--- src/hdl/scr_pkg.sv ---
package scr_pkg;
	////////////////////////////////////////////////////////////////////////
	// register map, byte addresses on the local port
	localparam int         SCR_ADDR_W     = 8;
	localparam logic [7:0] SCR_OFS_CFG    = 8'h10;
	localparam logic [7:0] SCR_OFS_STAT   = 8'h14;
	localparam logic [7:0] SCR_OFS_SWR    = 8'h18;

	////////////////////////////////////////////////////////////////////////
	// module_configuration fields
	localparam int         SCR_CFG_IOZ    = 0;
	localparam int         SCR_CFG_PLL    = 1;
	localparam int         SCR_CFG_MCLK   = 2;
	localparam int         SCR_CFG_SCLK   = 3;
	localparam int         SCR_CFG_USB    = 4;
	localparam int         SCR_CFG_MISC   = 5;
	localparam int         SCR_CFG_MEM    = 6;
	localparam logic [7:0] SCR_CFG_RST    = 8'h10;
	localparam logic [7:0] SCR_CFG_WMASK  = 8'h7F;

	////////////////////////////////////////////////////////////////////////
	// module_status fields
	localparam int         SCR_ST_ENV_LSB = 0;
	localparam int         SCR_ST_ENV_MSB = 2;
	localparam int         SCR_ST_PBUSY   = 3;
	localparam int         SCR_ST_DBUSY   = 4;
	localparam int         SCR_ST_WD      = 6;
	localparam int         SCR_ST_ISP     = 7;

	////////////////////////////////////////////////////////////////////////
	// software_reset_unlock keys and timing
	localparam logic [7:0] SCR_KEY_FIRST  = 8'hE1;
	localparam logic [7:0] SCR_KEY_ISP    = 8'h3E;
	localparam logic [7:0] SCR_KEY_CLR    = 8'h0E;
	localparam logic [6:0] SCR_WIN_CYC    = 7'h7F;
	localparam logic [3:0] SCR_BOOT_UNDEF = 4'hF;
	localparam int         SCR_MEM_SLOW_NS = 5;

	// unlock sequence states
	typedef enum logic {
		SCR_IDLE,
		SCR_ARMED
	} scr_seq_t;
endpackage

--- src/hdl/scr_top.sv ---
//////////////////////////////////////////////////////////////////////////////
// Behaviour
// - reset clears configuration except usb enable
// - configuration survives every power mode
// - bit0 enables io zone external bus
// - bit1 drives pll clock on pin0
// - bit2 drives main clock on pin1
// - bit3 drives slow clock on pin2
// - bit4 clear forces transceiver low power
// - bit5 selects slow slew for misc pins
// - bit6 selects slow slew for memory bus
// - status 2:0 hold pins sampled at reset
// - status bit3 mirrors flash busy flag
// - status bit4 mirrors data flash busy
// - watchdog flag set by watchdog, write-one clears
// - isp flag set by isp reset, cleared by clr
// - e1 then 3e within 127 cycles: isp reset
// - isp reset only with rom env, boot, loader
// - after isp reset later watchdog resets reenter isp
// - e1 then 0e: unconditional reset, clears stickiness
// - software reset waits for flash to finish
module scr_top
	import scr_pkg::*;
(
	input  wire logic                  core_clk,
	input  wire logic                  rst_b,
	input  wire logic [SCR_ADDR_W-1:0] addr,
	input  wire logic [7:0]            wr_data,
	input  wire logic                  wr_stb,
	input  wire logic                  rd_stb,
	output logic      [7:0]            rd_data,
	input  wire logic [2:0]            environment_pins,
	input  wire logic                  flash_controller_busy,
	input  wire logic                  data_flash_busy,
	input  wire logic                  watchdog_reset,
	input  wire logic                  internal_rom_environment,
	input  wire logic                  external_rom_environment,
	input  wire logic [3:0]            boot_area_size_field,
	input  wire logic                  loader_present_flag,
	input  wire logic                  fw_usb_enable,
	input  wire logic                  usb_ctrl_suspend,
	output logic                       io_zone_bus_enable,
	output logic      [2:0]            env_clk_oe_b,
	output logic                       usb_xcvr_low_power,
	output logic                       misc_slow_slew,
	output logic                       mem_slow_slew,
	output logic                       soft_reset_req,
	output logic                       soft_reset_to_isp,
	output logic                       loader_boot_select
);

	//////////////////////////////////////////////////////////////////////////
	// whole state of the block
	typedef struct packed {
		logic [7:0] cfg;
		logic [2:0] env_s1;
		logic [2:0] env_s2;
		logic [2:0] env;
		logic       cap;
		logic       watchdog_reset_flag;
		logic       isp_soft_reset_flag;
		scr_seq_t   seq;
		logic [6:0] cnt;
		logic       pend;
		logic       pend_isp;
		logic       rst_pls;
		logic       rst_isp;
		logic [7:0] rdata;
		logic       ioz;
		logic [2:0] oe_b;
		logic       usb_lp;
		logic       misc_slow;
		logic       mem_slow;
	} scr_state_t;

	localparam scr_state_t SCR_RST_ST = '{
		cfg:    SCR_CFG_RST,
		cap:    1'b1,
		seq:    SCR_IDLE,
		oe_b:   3'b111,
		usb_lp: 1'b1,
		default: '0
	};

	scr_state_t s_reg;
	scr_state_t s_next;

	//////////////////////////////////////////////////////////////////////////
	// address decode shared by all strobes
	function automatic logic scr_hit(
		input logic [SCR_ADDR_W-1:0] a,
		input logic [7:0]            ofs
	);
		scr_hit = (a == ofs);
	endfunction

	logic       cfg_wr;
	logic       stat_wr;
	logic       swr_wr;
	logic       isp_ok;
	logic       issue;
	logic [7:0] stat_val;

	// write strobes per register
	assign cfg_wr  = wr_stb && scr_hit(addr, SCR_OFS_CFG);
	assign stat_wr = wr_stb && scr_hit(addr, SCR_OFS_STAT);
	assign swr_wr  = wr_stb && scr_hit(addr, SCR_OFS_SWR);

	// conditions allowing an isp entry
	assign isp_ok = (internal_rom_environment || external_rom_environment)
		&& (boot_area_size_field != SCR_BOOT_UNDEF)
		&& loader_present_flag;

	// pending reset leaves once flash is idle
	assign issue = s_reg.pend && !flash_controller_busy;

	//////////////////////////////////////////////////////////////////////////
	// status byte as software sees it
	always_comb
	begin
		stat_val = 8'h00;
		stat_val[SCR_ST_ENV_MSB:SCR_ST_ENV_LSB] = s_reg.env;
		stat_val[SCR_ST_PBUSY] = flash_controller_busy;
		stat_val[SCR_ST_DBUSY] = data_flash_busy;
		stat_val[SCR_ST_WD] = s_reg.watchdog_reset_flag;
		stat_val[SCR_ST_ISP] = s_reg.isp_soft_reset_flag;
	end

	//////////////////////////////////////////////////////////////////////////
	// next state
	always_comb
	begin
		s_next = s_reg;
		s_next.rst_pls = 1'b0;
		// pin synchroniser
		s_next.env_s1 = environment_pins;
		s_next.env_s2 = s_reg.env_s1;

		// capture pins once after any reset
		if (s_reg.cap)
		begin
			s_next.env = s_reg.env_s2;
			s_next.cap = 1'b0;
		end

		// configuration write, no power mode touches it
		if (cfg_wr)
		begin
			s_next.cfg = wr_data & SCR_CFG_WMASK;
		end

		// watchdog flag, set wins over clear
		if (stat_wr && wr_data[SCR_ST_WD])
		begin
			s_next.watchdog_reset_flag = 1'b0;
		end
		if (watchdog_reset)
		begin
			s_next.watchdog_reset_flag = 1'b1;
		end

		// unlock sequence
		case (s_reg.seq)
			SCR_IDLE:
			begin
				if (swr_wr && (wr_data == SCR_KEY_FIRST) && !s_reg.pend)
				begin
					s_next.seq = SCR_ARMED;
					s_next.cnt = 7'h01;
				end
			end
			SCR_ARMED:
			begin
				s_next.cnt = s_reg.cnt + 7'h01;
				if (swr_wr)
				begin
					s_next.seq = SCR_IDLE;
					if (wr_data == SCR_KEY_FIRST)
					begin
						s_next.seq = SCR_ARMED;
						s_next.cnt = 7'h01;
					end
					else if ((wr_data == SCR_KEY_ISP) && isp_ok)
					begin
						s_next.pend     = 1'b1;
						s_next.pend_isp = 1'b1;
					end
					else if (wr_data == SCR_KEY_CLR)
					begin
						s_next.pend     = 1'b1;
						s_next.pend_isp = 1'b0;
					end
				end
				else if (s_reg.cnt == SCR_WIN_CYC)
				begin
					s_next.seq = SCR_IDLE;
				end
			end
			default:
			begin
				s_next.seq = SCR_IDLE;
			end
		endcase

		// software reset leaves the block
		if (issue)
		begin
			s_next.pend    = 1'b0;
			s_next.rst_pls = 1'b1;
			s_next.rst_isp = s_reg.pend_isp;
			s_next.isp_soft_reset_flag  = s_reg.pend_isp;
			s_next.seq     = SCR_IDLE;
		end

		// internal resets reinitialise configuration and sample pins
		if (issue || watchdog_reset)
		begin
			s_next.cfg = SCR_CFG_RST;
			s_next.cap = 1'b1;
		end

		// registered pin controls
		s_next.ioz       = s_next.cfg[SCR_CFG_IOZ];
		s_next.oe_b[0]   = !s_next.cfg[SCR_CFG_PLL];
		s_next.oe_b[1]   = !s_next.cfg[SCR_CFG_MCLK];
		s_next.oe_b[2]   = !s_next.cfg[SCR_CFG_SCLK];
		s_next.usb_lp    = !(s_next.cfg[SCR_CFG_USB] && fw_usb_enable
			&& !usb_ctrl_suspend);
		s_next.misc_slow = s_next.cfg[SCR_CFG_MISC];
		s_next.mem_slow  = s_next.cfg[SCR_CFG_MEM];

		// read data, valid only in the cycle after the strobe
		s_next.rdata = 8'h00;
		if (rd_stb)
		begin
			if (scr_hit(addr, SCR_OFS_CFG))
			begin
				s_next.rdata = s_reg.cfg;
			end
			else if (scr_hit(addr, SCR_OFS_STAT))
			begin
				s_next.rdata = stat_val;
			end
		end
	end

	//////////////////////////////////////////////////////////////////////////
	// state register
	always_ff @(posedge core_clk)
	begin
		if (!rst_b)
		begin
			s_reg        <= SCR_RST_ST;
			// pins keep flowing so the capture after release sees them
			s_reg.env_s1 <= s_next.env_s1;
			s_reg.env_s2 <= s_next.env_s2;
		end
		else
		begin
			s_reg <= s_next;
		end
	end

	//////////////////////////////////////////////////////////////////////////
	// outputs straight from flops
	assign rd_data            = s_reg.rdata;
	assign io_zone_bus_enable = s_reg.ioz;
	assign env_clk_oe_b       = s_reg.oe_b;
	assign usb_xcvr_low_power = s_reg.usb_lp;
	assign misc_slow_slew     = s_reg.misc_slow;
	assign mem_slow_slew      = s_reg.mem_slow;
	assign soft_reset_req     = s_reg.rst_pls;
	assign soft_reset_to_isp  = s_reg.rst_isp;
	assign loader_boot_select = s_reg.isp_soft_reset_flag;
endmodule // scr_top

--- config.mk ---
export PLATFORM = sky130hd
export DESIGN_NAME = scr_top
export DESIGN_NICKNAME = d
export VERILOG_FILES = /design/src/hdl/scr_pkg.sv /design/src/hdl/scr_top.sv
export SDC_FILE = /design/constraint.sdc
export NUM_CORES = 1
export LEC_CHECK = 0
export ABC_CLOCK_PERIOD_IN_PS = 2000
export BUFFER_PORTS_ARGS = -buffer_cell sky130_fd_sc_hd__buf_2
export CAP_MARGIN = 5
export CORE_AREA = 2 2 66 68
export DETAILED_ROUTE_END_ITERATION = 16
export DIE_AREA = 0 0 68 70
export GPL_ROUTABILITY_DRIVEN = 0
export PLACE_DENSITY = 0.82
export SYNTH_ARGS = -nofsm -noshare
export SYNTH_HDL_FRONTEND = slang
export SYNTH_SLANG_ARGS = --single-unit
--- constraint.sdc ---
create_clock -name core_clk -period 2 [get_ports core_clk]
set_input_delay 0.2 -clock core_clk [delete_from_list [all_inputs] [get_ports core_clk]]
set_output_delay 0.2 -clock core_clk [all_outputs]
set_load 0.02 [all_outputs]
# [Word level (Yosys, flattened, before mapping)]
# Index checks and enable logic that the tools add are counted.
[word_totals] ff_bits=45 input_bits=35 output_inout_bits=18 wordCells=75
[classes] n_addsub=1 n_eq_ne=9 mux=17 bitwise=3 n_reduce_logical=27
[ops] cell="2-to-1 mux 8 bit" n=4
[ops] cell="equality test 8 x 5 -> 1 bit (second input constant)" n=3
[ops] cell="case mux 8 bit (2 select lines)" n=1
[ops] cell="2-to-1 mux 7 bit" n=2
[ops] cell="logical AND 1 bit" n=12
[ops] cell="2-to-1 mux 9 bit" n=1
[ops] cell="equality test 8 x 4 -> 1 bit (second input constant)" n=1
[ops] cell="equality test 8 x 6 -> 1 bit (second input constant)" n=1
[ops] cell="equality test 8 bit (second input constant)" n=1
[ops] cell="2-to-1 mux 2 bit" n=4
[ops] cell="adder 7 x 1 -> 7 bit (second input constant)" n=1
[ops] cell="equality test 7 bit (second input constant)" n=1
[ops] cell="zero test 1 bit" n=7
[ops] cell="2-to-1 mux 1 bit" n=4
[ops] cell="2-to-1 mux 4 bit" n=1
[ops] cell="!= test 4 bit (second input constant)" n=1
[ops] cell="AND reduction 4 bit" n=1
[ops] cell="nonzero test 2 bit" n=2
[ops] cell="OR reduction 2 bit" n=2
[ops] cell="NOT 1 bit" n=3
[ops] cell="logical OR 1 bit" n=2
[ops] cell="!= test 2 bit (second input constant)" n=1
[ops] cell="AND reduction 2 bit" n=1

# [Depth between registers and ports, before layout]
[depth] word_depth=8 depth_mapped=5

# [Worst setup path after synthesis]
# OpenSTA, ideal clock, no wires.
[synth_path] path_type="input port to flip-flop" startpoint="input addr[1]" endpoint="register s_reg[26] (netlist bit)" setup_ps=87 arrival_time_ps=1780 required_ps=1913 path_slack_ps=133 cell_stages=5 path_buffers=1 path_cell_list="or4b_4 > or3_1 > buf_6 > or4_1 > o31ai_1"
[synth_between] elab_chain_len=6 elab_cells_between_ends=7
[synth_rtl] item="start, declared" line_no="scr_top.sv:27" text="input wire logic [SCR_ADDR_W-1:0] addr,"
[synth_rtl] item="equality test 8 x 5 -> 1 bit (*)" line_no="scr_top.sv:94" text="scr_hit = (a == ofs);"
[synth_rtl] item="logical AND 1 bit (*)" line_no="scr_top.sv:107" text="assign swr_wr = wr_stb && scr_hit(addr, SCR_OFS_SWR);"
[synth_rtl] item="logical AND 1 bit (2 in a row)" line_no="scr_top.sv:166" text="if (swr_wr && (wr_data == SCR_KEY_FIRST) && !s_reg.pend)"
[synth_rtl] item="2-to-1 mux 8 bit" line_no="scr_top.sv:166"
[synth_rtl] item="case mux 8 bit (2 select lines) (*)" line_no="scr_top.sv:163" text="case (s_reg.seq)"
[synth_rtl] item="end signal, assigned" line_no="scr_top.sv:260" text="s_reg <= s_next;"
[synth_rtl] item="end, declared" line_no="scr_top.sv:85" text="scr_state_t s_reg;"
# Mark *: on every way between the ends. The rest lies on a longest branch, timed or not. The select of a mux whose other input is x is not followed.
# A chain may end at the register's enable or synchronous reset.

# [Worst setup path after layout]
[layout_path] startpoint="input addr[1]" endpoint="register s_reg[43] (netlist bit)"
[layout_between] elab_chain_len=4
[layout_rtl] item="equality test 8 x 5 -> 1 bit" line_no="scr_top.sv:94"
[layout_rtl] item="logical AND 1 bit" line_no="scr_top.sv:105" text="assign cfg_wr = wr_stb && scr_hit(addr, SCR_OFS_CFG);"
[layout_rtl] item="2-to-1 mux 7 bit" line_no="scr_top.sv:147" text="if (cfg_wr)"
[layout_rtl] item="2-to-1 mux 7 bit" line_no="scr_top.sv:216" text="if (issue || watchdog_reset)"
# Every way passes these cells.

==> impl_metrics.py <==
metrics = {
    "run_status": {
        "status": "completed",
    },
    "timing": {
        "max_freq_mhz": 597,
        "final.setup.worst_slack_ns": 0.325,
        "finClkSkew_ns": 0.00900,
        "rsz0062_at_grt": "false",
        "slew_viol_final": 0,
        "post-route-period-util_pct": 83.7,
        "final-setup-viol-count": 0,
        "relSlewSlack_pct": 73.2,
        "worst_slew_pin_slew_ns": 0.399,
        "hold_viol": 0,
        "setup_tns_ns": 0,
        "period_minus_slack_ns": 1.67,
    },
    "clocking": {
        "cts-root-buf": "clkbuf_8",
        "clk_latency_ns": 0.30,
        "tritoncts": "built",
        "clkSinkCount": 42,
        "postCtsSetupBuffers": 0,
        "htreeDepth": 2,
        "clock_path_buffers": 2,
        "path_clk_slew_ns": 0.08,
        "cts_buffers": 5,
    },
    "grt": {
        "grt_first_pass_wirelength_um": 5660,
        "overflow": 0,
        "grt_max_degree": 20,
        "grt.total_usage_pct": 15.5,
        "grt_antenna_before_repair": 0,
        "grt_pass1_vias": 1319,
    },
    "critical_path": {
        "worst-path-buf-inv": 3,
        "reg2regPathDepth": 4,
        "critPathCaptureType": "flip-flop",
        "r2r_start": "s_reg[26]",
        "regToRegEndpoint": "s_reg[17]",
        "path_class": "input pin to flip-flop",
        "crit_chain": "buf_2 > or4b_4 > buf_4 > nor4_4 > buf_4 > mux2i_1 > or2b_1",
        "worstPathMaxFanout": 7,
        "crit_top_cell": "buf_4",
        "startpoint_type": "input pin",
        "reg2reg_slack_ns": 0.54,
        "crit_required_ns": 2.19,
        "crit_arrival_ns": 1.86,
        "cp_slowest_cell": "or4b_4",
        "crit_family": "simple AND/OR/NAND/NOR gates",
        "slowest_delay_ns": 0.52,
    },
    "logic_synthesis": {
        "synth_seq_cells": 42,
        "synth_flop_cell": "dfxtp_1",
        "synth-edff-count": 0,
        "synth_fp_nets": 210,
        "avgSynthCellArea_um2": 9.97,
        "syn_inst": 174,
        "synth_cell_types": 46,
        "synth_top_area_share_pct": 48.5,
        "synth_seq_area_share_pct": 48.5,
        "synth_top_area_cell": "dfxtp_1",
        "yosysWarnings": 0,
        "synth_area_leaders": "dfxtp_1, mux2i_1, buf_4",
        "netlist_area_um2": 1730,
        "synth-async-reset-ratio_pct": 0,
    },
    "detailed_routing": {
        "wire_per_inst_um": 12.2,
        "routed_wl_um": 3360,
        "route.detailed.drc": 0,
        "dr_total_vias": 1390,
        "drt-vias-per-instance": 5.04,
        "drt_iter0_drc": 54,
        "first_pass_iters": 4,
        "ant_nets": 0,
    },
    "worst_hold_path": {
        "min_path_type": "input pin to flip-flop",
        "min_path_cells": 2,
        "min-delay-start": "usb_ctrl_suspend",
        "min_to": "usb_xcvr_low_power",
    },
    "placement": {
        "dp_hpwl_um": 2570,
        "detailedPlace.worstSlack_ns": 0.0200,
        "postPlaceCellArea_um2": 1980,
        "dp.cells": 265,
        "port_buffers": 52,
    },
    "floorplanning": {
        "die_h_um": 70,
        "die_area_um2": 4760,
        "row_count": 24,
        "fp.dieW_um": 68,
        "ioPinCount": 53,
        "core_um2": 4140,
        "initial_core_util_pct": 41.8,
    },
    "cells_and_area": {
        "fin_util_pct": 50.6,
        "regArea_um2": 841,
        "finalNetCount": 259,
        "multi_input_area_um2": 762,
        "fillers": 392,
        "area_growth_pct": 20.9,
        "diodes": 0,
        "drive_above_1_share_pct": 33.0,
        "stdcell_area_um2": 2100,
        "layout.cells.non_filler": 276,
        "largest_register_ffs": 25,
    },
    "job": {
        "cap_viol_max_count": 0,
    },
    "pwr": {
        "irDropWorstVdd_mv": 0.248,
        "power.leakage_nw": 0.898,
        "p_per_area_nw_per_um2": 710,
    },
}
## layout make-up
type | count | share of cell area [%]
well taps | 52 | 3.10
flip-flops and latches | 42 | 40.1
clock buffers | 5 | 3.28
multi-input cells | 111 | 36.3
clock inverters | 3 | 1.01
repair buffers | 60 | 15.6
inverters | 3 | 0.537
## per-layer routing
metal / track usage [%] / vias up / part of all wire (%)
met5: 0 / - / 0
met4: 6.00 / 0 / 1.7
met3: 4.03 / 5 / 7.1
met2: 26.0 / 47 / 48
met1: 18.6 / 640 / 43
li1: - / 698 / -
## Yosys cell counts (3+ instances only)
cell,count
dfxtp_1,42
nor2_1,21
mux2i_1,17
buf_4,12
nand2_1,11
clkbuf_1,5
nor2b_1,5
or2_2,5
o22ai_1,4
and2_1,3
inv_1,3
nand4_1,3
nor3_1,3
## stage by stage
stage               hold WS [ns]  power, mW
floorplan                  0.228      0.914
global placement           0.304      0.964
detailed placement         0.304      0.966
CTS                       0.0877       1.50
global route              0.0882       1.56
finish                    0.0913       1.49
## how the worst max path moves through the flow
stage          cells past startpoint   endpoint  startpoint
3_3_place_gp                       5  s_reg[26]     addr[1]
5_1_grt                            7  s_reg[43]     addr[1]
3_5_place_dp                       7  s_reg[43]     addr[1]
4_1_cts                            7  s_reg[43]     addr[1]
2_1_floorplan                      5  s_reg[26]     addr[1]
6_report                           7  s_reg[43]     addr[1]
## placed cells by master, fill, tap and decap left out, types with 2 or more instances in the layout
cell,instances
buf_2,52
dfxtp_1,42
nor2_1,21
mux2i_1,17
nand2_1,11
or2_2,5
nor2b_1,5
clkbuf_8,5
buf_4,5
o22ai_1,4
inv_1,3
nor3_1,3
and2_1,3
nand4_1,3
dlygate4sd3_1,3
o21ai_0,2
a41oi_1,2
o311a_1,2
a21boi_0,2
nand3_1,2
and3_1,2
a21oi_1,2
## cell families after synthesis
group / after synthesis / synth area share (%)
AOI/OAI and AO/OA: 23 / 10.2
xor gates and xnor gates: 2 / 1.01
adders and majority gates: 1 / 0.721
buffers and inverters: 21 / 7.58
DFF: 42 / 48.5
muxes: 18 / 10.5
and+or+nand+nor: 67 / 21.5
## timing repair
item / 4_1_cts / 5_1_grt
hold buffers: 3 / 0
endpoints found under the hold margin: 3 / 0
resized for setup: 0 / 0
## where the power goes
| group | switching [mW] | internal (mW) | total [mW] |
|---|---|---|---|
| Clock | 0.294 | 0.245 | 0.539 |
| Combinational | 0.0449 | 0.0497 | 0.0946 |
| Sequential | 0.00638 | 0.849 | 0.856 |
No activity file was read; power rests on OpenSTA's default activity.
